## config.mk

```make
export PLATFORM = sky130hd
export DESIGN_NAME = privileged_handler_dispatch
export DESIGN_NICKNAME = d
export VERILOG_FILES = /design/src/dispatch_pkg.sv /design/src/dstream_if.sv /design/src/dstream_error_select.sv /design/src/privileged_handler_dispatch.sv
export SDC_FILE = /design/constraint.sdc
export NUM_CORES = 1
export LEC_CHECK = 0
export BUFFER_PORTS_ARGS = -buffer_cell sky130_fd_sc_hd__clkbuf_2
export CORE_MARGIN = 2
export CORE_UTILIZATION = 53
export CTS_BUF_LIST = sky130_fd_sc_hd__clkbuf_8
export DETAILED_ROUTE_END_ITERATION = 6
export PLACE_DENSITY = 0.84
export SYNTH_ARGS = -nofsm -noshare
export SYNTH_HDL_FRONTEND = slang
export SYNTH_SLANG_ARGS = --single-unit
```

## constraint.sdc

```tcl
create_clock -name core_clk -period 10.24 [get_ports core_clk]
set_input_delay 2.048 -clock core_clk [delete_from_list [all_inputs] [get_ports core_clk]]
set_output_delay 2.048 -clock core_clk [all_outputs]
set_load 0.03 [all_outputs]
```

## src/dispatch_pkg.sv

```systemverilog
// Purpose: Shared constants and types for the handler dispatch block
// Assumes: 50 MHz core clock
// Notes: Entry offsets are 14-bit values inside the handler region
package dispatch_pkg;
    localparam int OFFSET_WIDTH = 14;
    localparam int PC_WIDTH = 34;
    localparam int FUNC_WIDTH = 8;
    localparam int MODE_WIDTH = 2;
    localparam logic [13:0] RESET_OFFSET = 14'h0000;
    localparam logic [13:0] MACHINE_CHECK_ENTRY_OFFSET = 14'h0020;
    localparam logic [13:0] ARITHMETIC_TRAP_ENTRY_OFFSET = 14'h0060;
    localparam logic [13:0] INTR_OFFSET = 14'h00e0;
    localparam logic [13:0] DFAULT_OFFSET = 14'h01e0;
    localparam logic [13:0] ITLB_OFFSET = 14'h03e0;
    localparam logic [13:0] IVIOL_OFFSET = 14'h07e0;
    localparam logic [13:0] DTLB_NATIVE_OFFSET = 14'h08e0;
    localparam logic [13:0] DTLB_HANDLER_OFFSET = 14'h09e0;
    localparam logic [13:0] MISALIGN_OFFSET = 14'h11e0;
    localparam logic [13:0] ILLEGAL_OFFSET = 14'h13e0;
    localparam logic [13:0] FPDIS_OFFSET = 14'h17e0;
    localparam logic [13:0] PRIV_TRAP_BASE = 14'h2000;
    localparam logic [13:0] USER_TRAP_BASE = 14'h3000;
    localparam int TRAP_SHIFT = 6;
    localparam logic [7:0] PRIV_RANGE_LO = 8'h00;
    localparam logic [7:0] PRIV_RANGE_HI = 8'h3f;
    localparam logic [7:0] USER_RANGE_LO = 8'h80;
    localparam logic [7:0] USER_RANGE_HI = 8'hbf;
    localparam logic [1:0] KERNEL_MODE = 2'h0;
    localparam logic [33:0] RETURN_STEP = 34'h000000004;
    localparam logic [33:0] BASE_RESET = 34'h000000000;
    localparam int BASE_LSB = 14;
    typedef enum logic [1:0] {
        FP_ROUND_CHOPPED,
        FP_ROUND_MINUS_INF,
        FP_ROUND_NORMAL,
        FP_ROUND_PLUS_INF
    } fp_round_t;
    typedef enum logic [1:0] {
        FP_TYPE_S,
        FP_TYPE_OTHER,
        FP_TYPE_T,
        FP_TYPE_Q
    } fp_type_t;
endpackage

```

## src/dstream_if.sv

```systemverilog
// Purpose: Carries one data reference's error flags to the selector
// Assumes: All flags belong to the same reference
// Notes: Selector answers combinationally
`timescale 1ns/1ps
interface dstream_if;
    logic badVaddr;
    logic dtlbMiss;
    logic misalign;
    logic fault;
    logic handlerMode;
    logic hit;
    logic [13:0] offset;
    modport requester(output badVaddr, dtlbMiss, misalign, fault,
        handlerMode, input hit, offset);
    modport selector(input badVaddr, dtlbMiss, misalign, fault,
        handlerMode, output hit, offset);
endinterface

```

## src/dstream_error_select.sv

```systemverilog
// Purpose: Picks one data-stream error entry per reference
// Assumes: Flags are valid together in one cycle
// Notes: Purely combinational
`timescale 1ns/1ps
module dstream_error_select
    import dispatch_pkg::*;
(
    dstream_if.selector ds
);
    // ==========================================
    // Entry choice
    always_comb begin
        ds.hit = 1'b1;
        ds.offset = DFAULT_OFFSET;
        if (ds.badVaddr) begin
            ds.offset = ds.misalign ? MISALIGN_OFFSET : DFAULT_OFFSET;
        end else if (ds.dtlbMiss) begin
            ds.offset = ds.handlerMode ? DTLB_HANDLER_OFFSET
                                       : DTLB_NATIVE_OFFSET;
        end else if (ds.misalign) begin
            ds.offset = MISALIGN_OFFSET;
        end else if (ds.fault) begin
            ds.offset = DFAULT_OFFSET;
        end else begin
            ds.hit = 1'b0;
        end
    end
endmodule

```

## src/privileged_handler_dispatch.sv

```systemverilog
// Purpose: Redirects the core into privileged handler mode
// Assumes: Request inputs are synchronous to core_clk and held until drain
// Notes: One dispatch per drained pipeline; return via handlerReturn
//
// What this block does
// - Traps follow event sequence: drain, save, redirect
// - Trap saves instruction address plus four
// - Unsupported trap codes go to illegal entry
// - Privileged trap outside kernel mode is illegal
// - Highest priority pending entry wins
// - New PC: base high bits, offset low
// - Handler base clears to zero at reset
// - Reset, check, arithmetic, interrupt fixed offsets
// - Reserved opcodes, or privileged-only ones outside handler mode, go illegal
// - FP op with FP disabled traps
// - Bad IEEE rounding or datatype traps too
// - Privileged trap offset 2000 plus code shifted
// - Unprivileged trap offset 3000 plus code shifted
// - Each trap function owns 64-byte region
// - Bad address picks misalign or fault
// - Data TLB miss entry chosen by mode
// - Else misalign first, then fault entry
// - Reset enters handler mode until clean return
// - Return jumps, LSB gives mode flag
// - Handler mode: no ifetch mapping, no interrupts
`timescale 1ns/1ps
module privileged_handler_dispatch
    import dispatch_pkg::*;
(
    input wire logic core_clk,
    input wire logic reset,
    input wire logic machineCheck,
    input wire logic arithTrap,
    input wire logic interruptReq,
    input wire logic badVaddrFlag,
    input wire logic dtlbMiss,
    input wire logic misalignFlag,
    input wire logic dataFault,
    input wire logic itlbMiss,
    input wire logic ifetchViolation,
    input wire logic softwareTrapInstr,
    input wire logic [7:0] trapFunction,
    input wire logic reservedOpcode,
    input wire logic handlerOnlyInstr,
    input wire logic fpOperation,
    input wire logic fpIeee,
    input wire logic [1:0] fpRound,
    input wire logic [1:0] fpDatatype,
    input wire logic fpEnableBit,
    input wire logic [1:0] currentModeField,
    input wire logic [33:0] faultPc,
    input wire logic pipeDrained,
    input wire logic handlerReturnInstr,
    input wire logic baseWrite,
    input wire logic [33:0] baseWriteData,
    input wire logic returnAddrWrite,
    input wire logic [33:0] returnAddrWriteData,
    output logic drainRequest,
    output logic fetchRedirect,
    output logic [33:0] newPc,
    output logic [13:0] entryOffset,
    output logic [33:0] exceptionReturnAddress,
    output logic [33:0] handlerBaseAddress,
    output logic privilegedHandlerMode,
    output logic interruptEnable,
    output logic imapEnable,
    output logic dmapEnable
);
    // ==========================================
    // Trap code decode
    function automatic logic inRange(input logic [7:0] code,
        input logic [7:0] lo, input logic [7:0] hi);
        inRange = (code >= lo) && (code <= hi);
    endfunction

    function automatic logic [13:0] trapOffset(input logic [13:0] base,
        input logic [7:0] code);
        trapOffset = base | (14'(code[5:0]) << TRAP_SHIFT);
    endfunction

    logic privTrap;
    logic userTrap;
    logic trapIllegal;
    logic fpDisabled;
    logic anyFpTrap;
    logic illegalHit;
    assign privTrap = inRange(trapFunction, PRIV_RANGE_LO, PRIV_RANGE_HI);
    assign userTrap = inRange(trapFunction, USER_RANGE_LO, USER_RANGE_HI);
    assign trapIllegal = softwareTrapInstr && (!(privTrap || userTrap)
        || (privTrap && currentModeField != KERNEL_MODE));
    assign illegalHit = trapIllegal || reservedOpcode
        || (handlerOnlyInstr && !privilegedHandlerMode);
    assign fpDisabled = fpOperation && !fpEnableBit;
    assign anyFpTrap = fpDisabled || (fpOperation && fpIeee
        && (fpRound == FP_ROUND_PLUS_INF || fpRound == FP_ROUND_MINUS_INF
        || fpDatatype == FP_TYPE_OTHER));

    // ==========================================
    // Data-stream error selection
    dstream_if ds();
    assign ds.badVaddr = badVaddrFlag;
    assign ds.dtlbMiss = dtlbMiss;
    assign ds.misalign = misalignFlag;
    assign ds.fault = dataFault;
    assign ds.handlerMode = privilegedHandlerMode;
    dstream_error_select dsel (
        .ds(ds)
    );

    // ==========================================
    // Priority selection
    logic pending;
    logic pickTrap;
    logic [13:0] next_offset;
    always_comb begin
        pending = 1'b1;
        pickTrap = 1'b0;
        next_offset = RESET_OFFSET;
        if (machineCheck) begin
            next_offset = MACHINE_CHECK_ENTRY_OFFSET;
        end else if (arithTrap) begin
            next_offset = ARITHMETIC_TRAP_ENTRY_OFFSET;
        end else if (interruptReq && !privilegedHandlerMode) begin
            next_offset = INTR_OFFSET;
        end else if (ds.hit) begin
            next_offset = ds.offset;
        end else if (itlbMiss) begin
            next_offset = ITLB_OFFSET;
        end else if (ifetchViolation) begin
            next_offset = IVIOL_OFFSET;
        end else if (softwareTrapInstr && !trapIllegal) begin
            pickTrap = 1'b1;
            next_offset = privTrap ? trapOffset(PRIV_TRAP_BASE, trapFunction)
                : trapOffset(USER_TRAP_BASE, trapFunction);
        end else if (illegalHit) begin
            next_offset = ILLEGAL_OFFSET;
        end else if (anyFpTrap) begin
            next_offset = FPDIS_OFFSET;
        end else begin
            pending = 1'b0;
        end
    end

    // ==========================================
    // Dispatch sequence
    typedef enum logic [1:0] {IDLE, DRAIN, REDIRECT} seq_t;
    seq_t state;
    logic [33:0] next_return;
    logic dispatchNow;
    assign dispatchNow = (state == DRAIN) && pending && pipeDrained;
    assign next_return = pickTrap ? faultPc + RETURN_STEP : faultPc;
    assign drainRequest = (state == DRAIN);

    always_ff @(posedge core_clk or posedge reset) begin
        if (reset) begin
            state <= REDIRECT;
        end else begin
            case (state)
                IDLE: begin
                    if (pending) begin
                        state <= DRAIN;
                    end
                end
                DRAIN: begin
                    if (!pending) begin
                        state <= IDLE;
                    end else if (pipeDrained) begin
                        state <= REDIRECT;
                    end
                end
                REDIRECT: state <= IDLE;
                default: state <= IDLE;
            endcase
        end
    end

    // Entry offset and return address capture
    always_ff @(posedge core_clk or posedge reset) begin
        if (reset) begin
            entryOffset <= RESET_OFFSET;
        end else if (dispatchNow) begin
            entryOffset <= next_offset;
        end
    end

    always_ff @(posedge core_clk or posedge reset) begin
        if (reset) begin
            exceptionReturnAddress <= BASE_RESET;
        end else if (dispatchNow) begin
            exceptionReturnAddress <= next_return;
        end else if (returnAddrWrite) begin
            exceptionReturnAddress <= returnAddrWriteData;
        end
    end

    always_ff @(posedge core_clk or posedge reset) begin
        if (reset) begin
            handlerBaseAddress <= BASE_RESET;
        end else if (baseWrite) begin
            handlerBaseAddress <= baseWriteData;
        end
    end

    // Mode flag and fetch redirect
    logic returnTaken;
    assign returnTaken = handlerReturnInstr && privilegedHandlerMode
        && state == IDLE && !pending;
    always_ff @(posedge core_clk or posedge reset) begin
        if (reset) begin
            privilegedHandlerMode <= 1'b1;
        end else if (dispatchNow) begin
            privilegedHandlerMode <= 1'b1;
        end else if (returnTaken) begin
            privilegedHandlerMode <= exceptionReturnAddress[0];
        end
    end

    always_ff @(posedge core_clk or posedge reset) begin
        if (reset) begin
            fetchRedirect <= 1'b0;
            newPc <= BASE_RESET;
        end else begin
            fetchRedirect <= dispatchNow || returnTaken || state == REDIRECT
                && entryOffset == RESET_OFFSET && newPc == BASE_RESET
                && !fetchRedirect && privilegedHandlerMode;
            if (dispatchNow) begin
                newPc <= {handlerBaseAddress[PC_WIDTH-1:BASE_LSB],
                    next_offset};
            end else if (returnTaken) begin
                newPc <= exceptionReturnAddress;
            end
        end
    end

    assign interruptEnable = !privilegedHandlerMode;
    assign imapEnable = !privilegedHandlerMode;
    assign dmapEnable = 1'b1;
endmodule

```

[Yosys cells after proc, flatten, opt, wreduce, memory -nomap -nowiden]
Cells that the tools add are included.
Word-level totals
  register bits after elaboration: 120
  input port bits: 137
Cells by class
  multiplexer cells: 45
  reductions and logical operators: 41
  equal/unequal tests: 7
  $lt $le $gt $ge: 4
  $add $sub $neg: 1
Operators with widths (number)
  $mux W34: 5
  $mux W14: 9
  $mux W13: 4
  $add A34 B3 Y34 const B: 1
  $logic_not A34 Y1: 1
  $mux W1: 22
  $logic_and A1 B1 Y1: 19
  $logic_not A14 Y1: 1
  $logic_or A1 B1 Y1: 9
  $mux W9: 1
  $ge A8 B1 Y1 const B: 1
  $ge A8 B8 Y1 const B: 1
  $le A8 B6 Y1 const B: 1
  $le A8 B8 Y1 const B: 1
  $eq A2 B1 Y1 const B: 3
  $logic_not A1 Y1: 6
  $mux W2: 3
  $reduce_bool A2 Y1: 3
  $eq A2 B2 Y1 const B: 2
  $pmux W2 S2: 1
  $ne A3 B3 Y1 const B: 1
  $logic_not A2 Y1: 1
  $ne A2 B2 Y1 const B: 1
  $reduce_and A2 Y1: 1

[Longest topological paths before layout]
  depth after elaboration: 20
  depth in mapped cells: 7
  gate-level depth less buffers: 6

[By module]
From an unflattened synthesis, not the netlist that was laid out.
Second synthesis, totals
  cell total of the unflattened synthesis: 643
  area, all modules: 6344.8 um^2
By module, submodules not included
  privileged_handler_dispatch: area an instance 6226.0 um^2, instances 1, cells an instance 626
  dstream_error_select: area an instance 118.9 um^2, instances 1, cells an instance 17

[Worst setup path after synthesis]
Ideal clock, no wire load.
  path type: input to register
  from: in misalignFlag
  to: reg exceptionReturnAddress[24]
  data required time: 10.158 ns
  path slack: 6.109 ns
  stages on the path: 5
  setup time: 0.082 ns
  arrival time: 4.049 ns
  path through: or4_4 -> nor4_4 -> nand4_4 -> or4_1 -> a31oi_1
On the way
  word-level cells in the longest chain between the ends: 10
  elaborated cells on any way between the ends: 16
  classes of those cells: mux (13); reduce/logical (3)
Ends and longest elaborated chain
  start, declared: line privileged_handler_dispatch.sv:37  | input wire logic misalignFlag,
  $mux W1 (*): line dstream_error_select.sv:20  | end else if (ds.misalign) begin
  $mux W1 (*): line dstream_error_select.sv:17  | end else if (ds.dtlbMiss) begin
  $mux W1 (*): line dstream_error_select.sv:15  | if (ds.badVaddr) begin
  $mux W1: line privileged_handler_dispatch.sv:125  | end else if (ds.hit) begin
  $mux W1: line privileged_handler_dispatch.sv:123  | end else if (interruptReq && !privilegedHandlerMode) begin
  $mux W1: line privileged_handler_dispatch.sv:121  | end else if (arithTrap) begin
  $mux W1: line privileged_handler_dispatch.sv:119  | if (machineCheck) begin
  $logic_and A1 B1 Y1 (2 in series): line privileged_handler_dispatch.sv:150  | assign dispatchNow = (state == DRAIN) && pending && pipeDrained;
  $mux W34 or $reduce_bool A2 Y1 (tied branches)
  end signal, assigned: line privileged_handler_dispatch.sv:190  | exceptionReturnAddress <= next_return;
  end signal, assigned: line privileged_handler_dispatch.sv:192  | exceptionReturnAddress <= returnAddrWriteData;
  end, declared: line privileged_handler_dispatch.sv:62  | output logic [33:0] exceptionReturnAddress,
Every way passes the cells marked *; elsewhere a longest branch is shown, timed or not.
A chain may end at the register's enable or synchronous reset.

[Final worst setup path]
  from: in misalignFlag
  to: reg exceptionReturnAddress[19]
The elaborated chain is that of the path after synthesis.

==> metrics <==
run status finished, final reports clean; initial antenna violation count 0; final worst path period need ~4.8 ns; Via density approximately 6; fin. max-slew vios 0; compound-cell area share of the yosys netlist 16.12%; worst setup path category in2reg; Period Utilization, post-route roughly 46%; critical path required time 10.50 ns; main combinational cell family by area after synthesis simple AND/OR/NAND/NOR gates; mapped cell area ~0.006 mm2; number of H-tree levels 4; Post-synth ARST share 100.0%; CTS tree done; r2r setup slk between 6 and 7 ns; worst hold slack around 0.5 ns; Post-Synth XOR/XNOR Area between 1.5 and 2%; placed insts 982; Die Width ~110 um; GR Overflow Total 0; clk slew on worst S/H paths around 0.06 ns; Vias between 6000 and 7000; antenna cell count 0; EDFF count, synth 0; clk_lat worst skew between 0.4 and 0.5 ns; IO Port Bufs approximately 250; Synth Warn # 0; Pwr Total around 1.5 mW; Max stage delay on crit path 0.58 ns; Slowest cell on crit path nor4_2; Arr. time, crit path 5.01 ns; Die Area ~0.012 mm2; Root Driver clkbuf_8; Yosys top cell by area dfrtp_1; RSZ-0062 raised after global routing no; Buf/Inv on CP 4; CTS Buf Count 17; Synth-to-Final Area Change 28.38%; Avg Cell Area, Syn 9.696 um2; number of max-cap violations 0; crit-path cells clkbuf_2 -> nor4_2 -> nand4_1 -> o31ai_4 -> buf_4 -> inv_2 -> buf_4 -> a211oi_1 -> a31oi_1; # IOs ~260; postcts setup bufs 0; Area contributors post-synth dfrtp_1 (47%), mux2_2 (6.3%), nand2_1 (5.4%); WL/cell 19.18 um; drt initial violations around 500; hold_buf cts 0; Fillers between 800 and 900; CP Launch Type primary input; Hold Path Class reg2reg; core area between 0.01 and 0.015 mm2; fmax ~210 MHz; final cell count without fillers between 1000 and 1500; Hold Fails Final Rpt 0; DRT Wirelength roughly 19 mm; Synth Area in Simple Gates between 20% and 30%; global-route wire length before repair ~30 mm; vias in the first global route slightly below 6000; flops & latches, synth 115; largest net degree at the start of global routing 67; worst vdd ir 0.1647 mV; Most used DFF post-synth dfrtp_1; Mapped Cells slightly above 600; TritonRoute pass-1 iters 6; Power Dens Cells 196.6 mW/mm2; Clock Skew approximately 0.014 ns; Slew headroom 24.37%; Max Buffers Root-to-Sink 2; worst slew pin tran approximately 1.1 ns; final instance area around 0.0077 mm2; Initial Util between 50% and 60%; GRT Overall Usage a little under a third; Setup TNS 0 ns; LEAKAGE roughly 3.6 nW; adder-cell share of the synthesized area less than 1%; Placement Rows 38; crit path max fanout 62; CP top delay family buffers and inverters; post-synthesis mux area share 8.008%; Seq/Total Area, Yosys 47.76%; share of layout cells above drive strength 1 between 30% and 40%; nature of the critical path endpoint flip-flop; Nets around 1000; Final setup violation count 0; Yosys top cell area share a little under half; post-route ant nets 0; Die Y about 110 um; Sink Count ~120; # DRC 0; post-cts repair resize count 0; Synth cell types 55; most frequent CP cell buf_4; placed cell areas 0.007341 mm2; GP Congestion between 0.9 and 1; DP HPWL 14.81 mm
## layout make-up
type	count	area [um2]	share of cell area, %
Clock buffer	19	261.5	3.378
Timing Repair Buffer	257	1301	16.81
Sequential cell	115	2880	37.20
Clock inverter	12	140.1	1.810
Inverter	9	36.28	0.4686
Multi-Input combinational cell	461	2948	38.07
Tap cell	140	175.2	2.262
## report_power, final
group,total [mW],switching [mW],internal [mW]
logic,0.480,0.330,0.150
clock network,0.422,0.174,0.248
registers,0.620,0.0823,0.537
## cell families (layout without fill, tap and decap cells)
logic type	after synthesis	in the layout
buffers and inverters	50	297
other	2	6
flip-flops	115	115
multiplexers	44	44
XOR/XNOR	13	13
AO/OA/AOI/OAI	145	145
AND/OR/NAND/NOR	252	252
adder cells (fa/ha/maj)	1	1
## cell usage in the layout, fill, tap and decap left out, types with 4 or more instances in the layout
master	synthesis	routed
nor3_1	8	8
nand2_1	87	87
a2bb2oi_1	4	4
or3_1	5	5
nand3_1	16	16
nand2b_1	6	6
nor2b_1	33	33
a21oi_1	21	21
xnor2_1	7	7
a211oi_1	32	32
mux2i_1	10	10
or2_2	5	5
mux2_2	34	34
a31oi_1	36	36
clkbuf_2	0	251
nor2_1	33	33
inv_1	8	9
xor2_1	6	6
dfrtp_1	113	113
clkinv_2	0	4
or4_1	12	12
o22ai_1	4	4
nand4_1	17	17
buf_4	9	6
conb_1	2	6
o21ai_0	15	15
clkbuf_8	0	19
nor4_1	14	14
o31ai_1	11	11
o211ai_1	4	4
## through the flow
| step | util [%] | setup slack, ns |
|---|---|---|
| after floorplan | - | 5.151 |
| after global placement | 66.84 | 5.231 |
| after detailed placement | 66.84 | 5.108 |
| after CTS | 70.49 | 5.559 |
| after global routing | 70.49 | 5.278 |
| final | 70.49 | 5.485 |
## registers in the layout, summed over array words and instances, names as in the netlist
name,flops
handlerBaseAddress,34
state,2
exceptionReturnAddress,34
fetchRedirect,1
privilegedHandlerMode,1
newPc,34
entryOffset,9
## layer usage
layer	global-route usage (%)	up-vias	part of all wire [%]
li1	-	2769	-
met1	41.18	2866	40
met2	50.35	379	48
met3	5.631	70	8.2
met4	15.00	0	4.2
met5	0	-	0
## worst register-to-register path, cell delays in order (launching register included)
cell and delay, ns:
dfstp_2 0.59, inv_1 0.19, a211o_1 0.41, o31ai_4 0.23, buf_4 0.56, inv_2 0.46
buf_4 0.39, a211oi_1 0.33, a31oi_1 0.09
## synthesized netlist by cell type, drive strengths merged, types with 2 or more instances
master and number:
nand4 19, xor2 6, clkbuf 27, and2 2, dfrtp 113, a22oi 2
o31a 3, nor3 8, o21a 3, xnor2 7, a21oi 21, or3 5
dfstp 2, nor4b 2, nor4 16, and4 3, nand2b 6, or4 13
a2bb2oi 4, inv 9, o21ai 15, conb 2, nor2 33, a211oi 32
a211o 2, nor2b 33, nand3 17, nand2 87, or2 5, a31oi 36
and3 2, o211ai 4, mux2 34, mux2i 10, buf 13, o22ai 4
o31ai 12
## worst paths after layout
check	from	to	cells past startpoint
min	handlerBaseAddress[4]$_DFFE_PP0P_	handlerBaseAddress[4]$_DFFE_PP0P_	1
max	misalignFlag	exceptionReturnAddress[19]$_DFFE_PP0P_	9
min in group asynchronous	reset	handlerBaseAddress[29]$_DFFE_PP0P_	2
max in group asynchronous	reset	entryOffset[7]$_DFFE_PP0P_	3
min reg2reg	handlerBaseAddress[4]$_DFFE_PP0P_	handlerBaseAddress[4]$_DFFE_PP0P_	1
max reg2reg	privilegedHandlerMode$_DFFE_PP1P_	exceptionReturnAddress[19]$_DFFE_PP0P_	8
(Power assumes the default switching activity.)
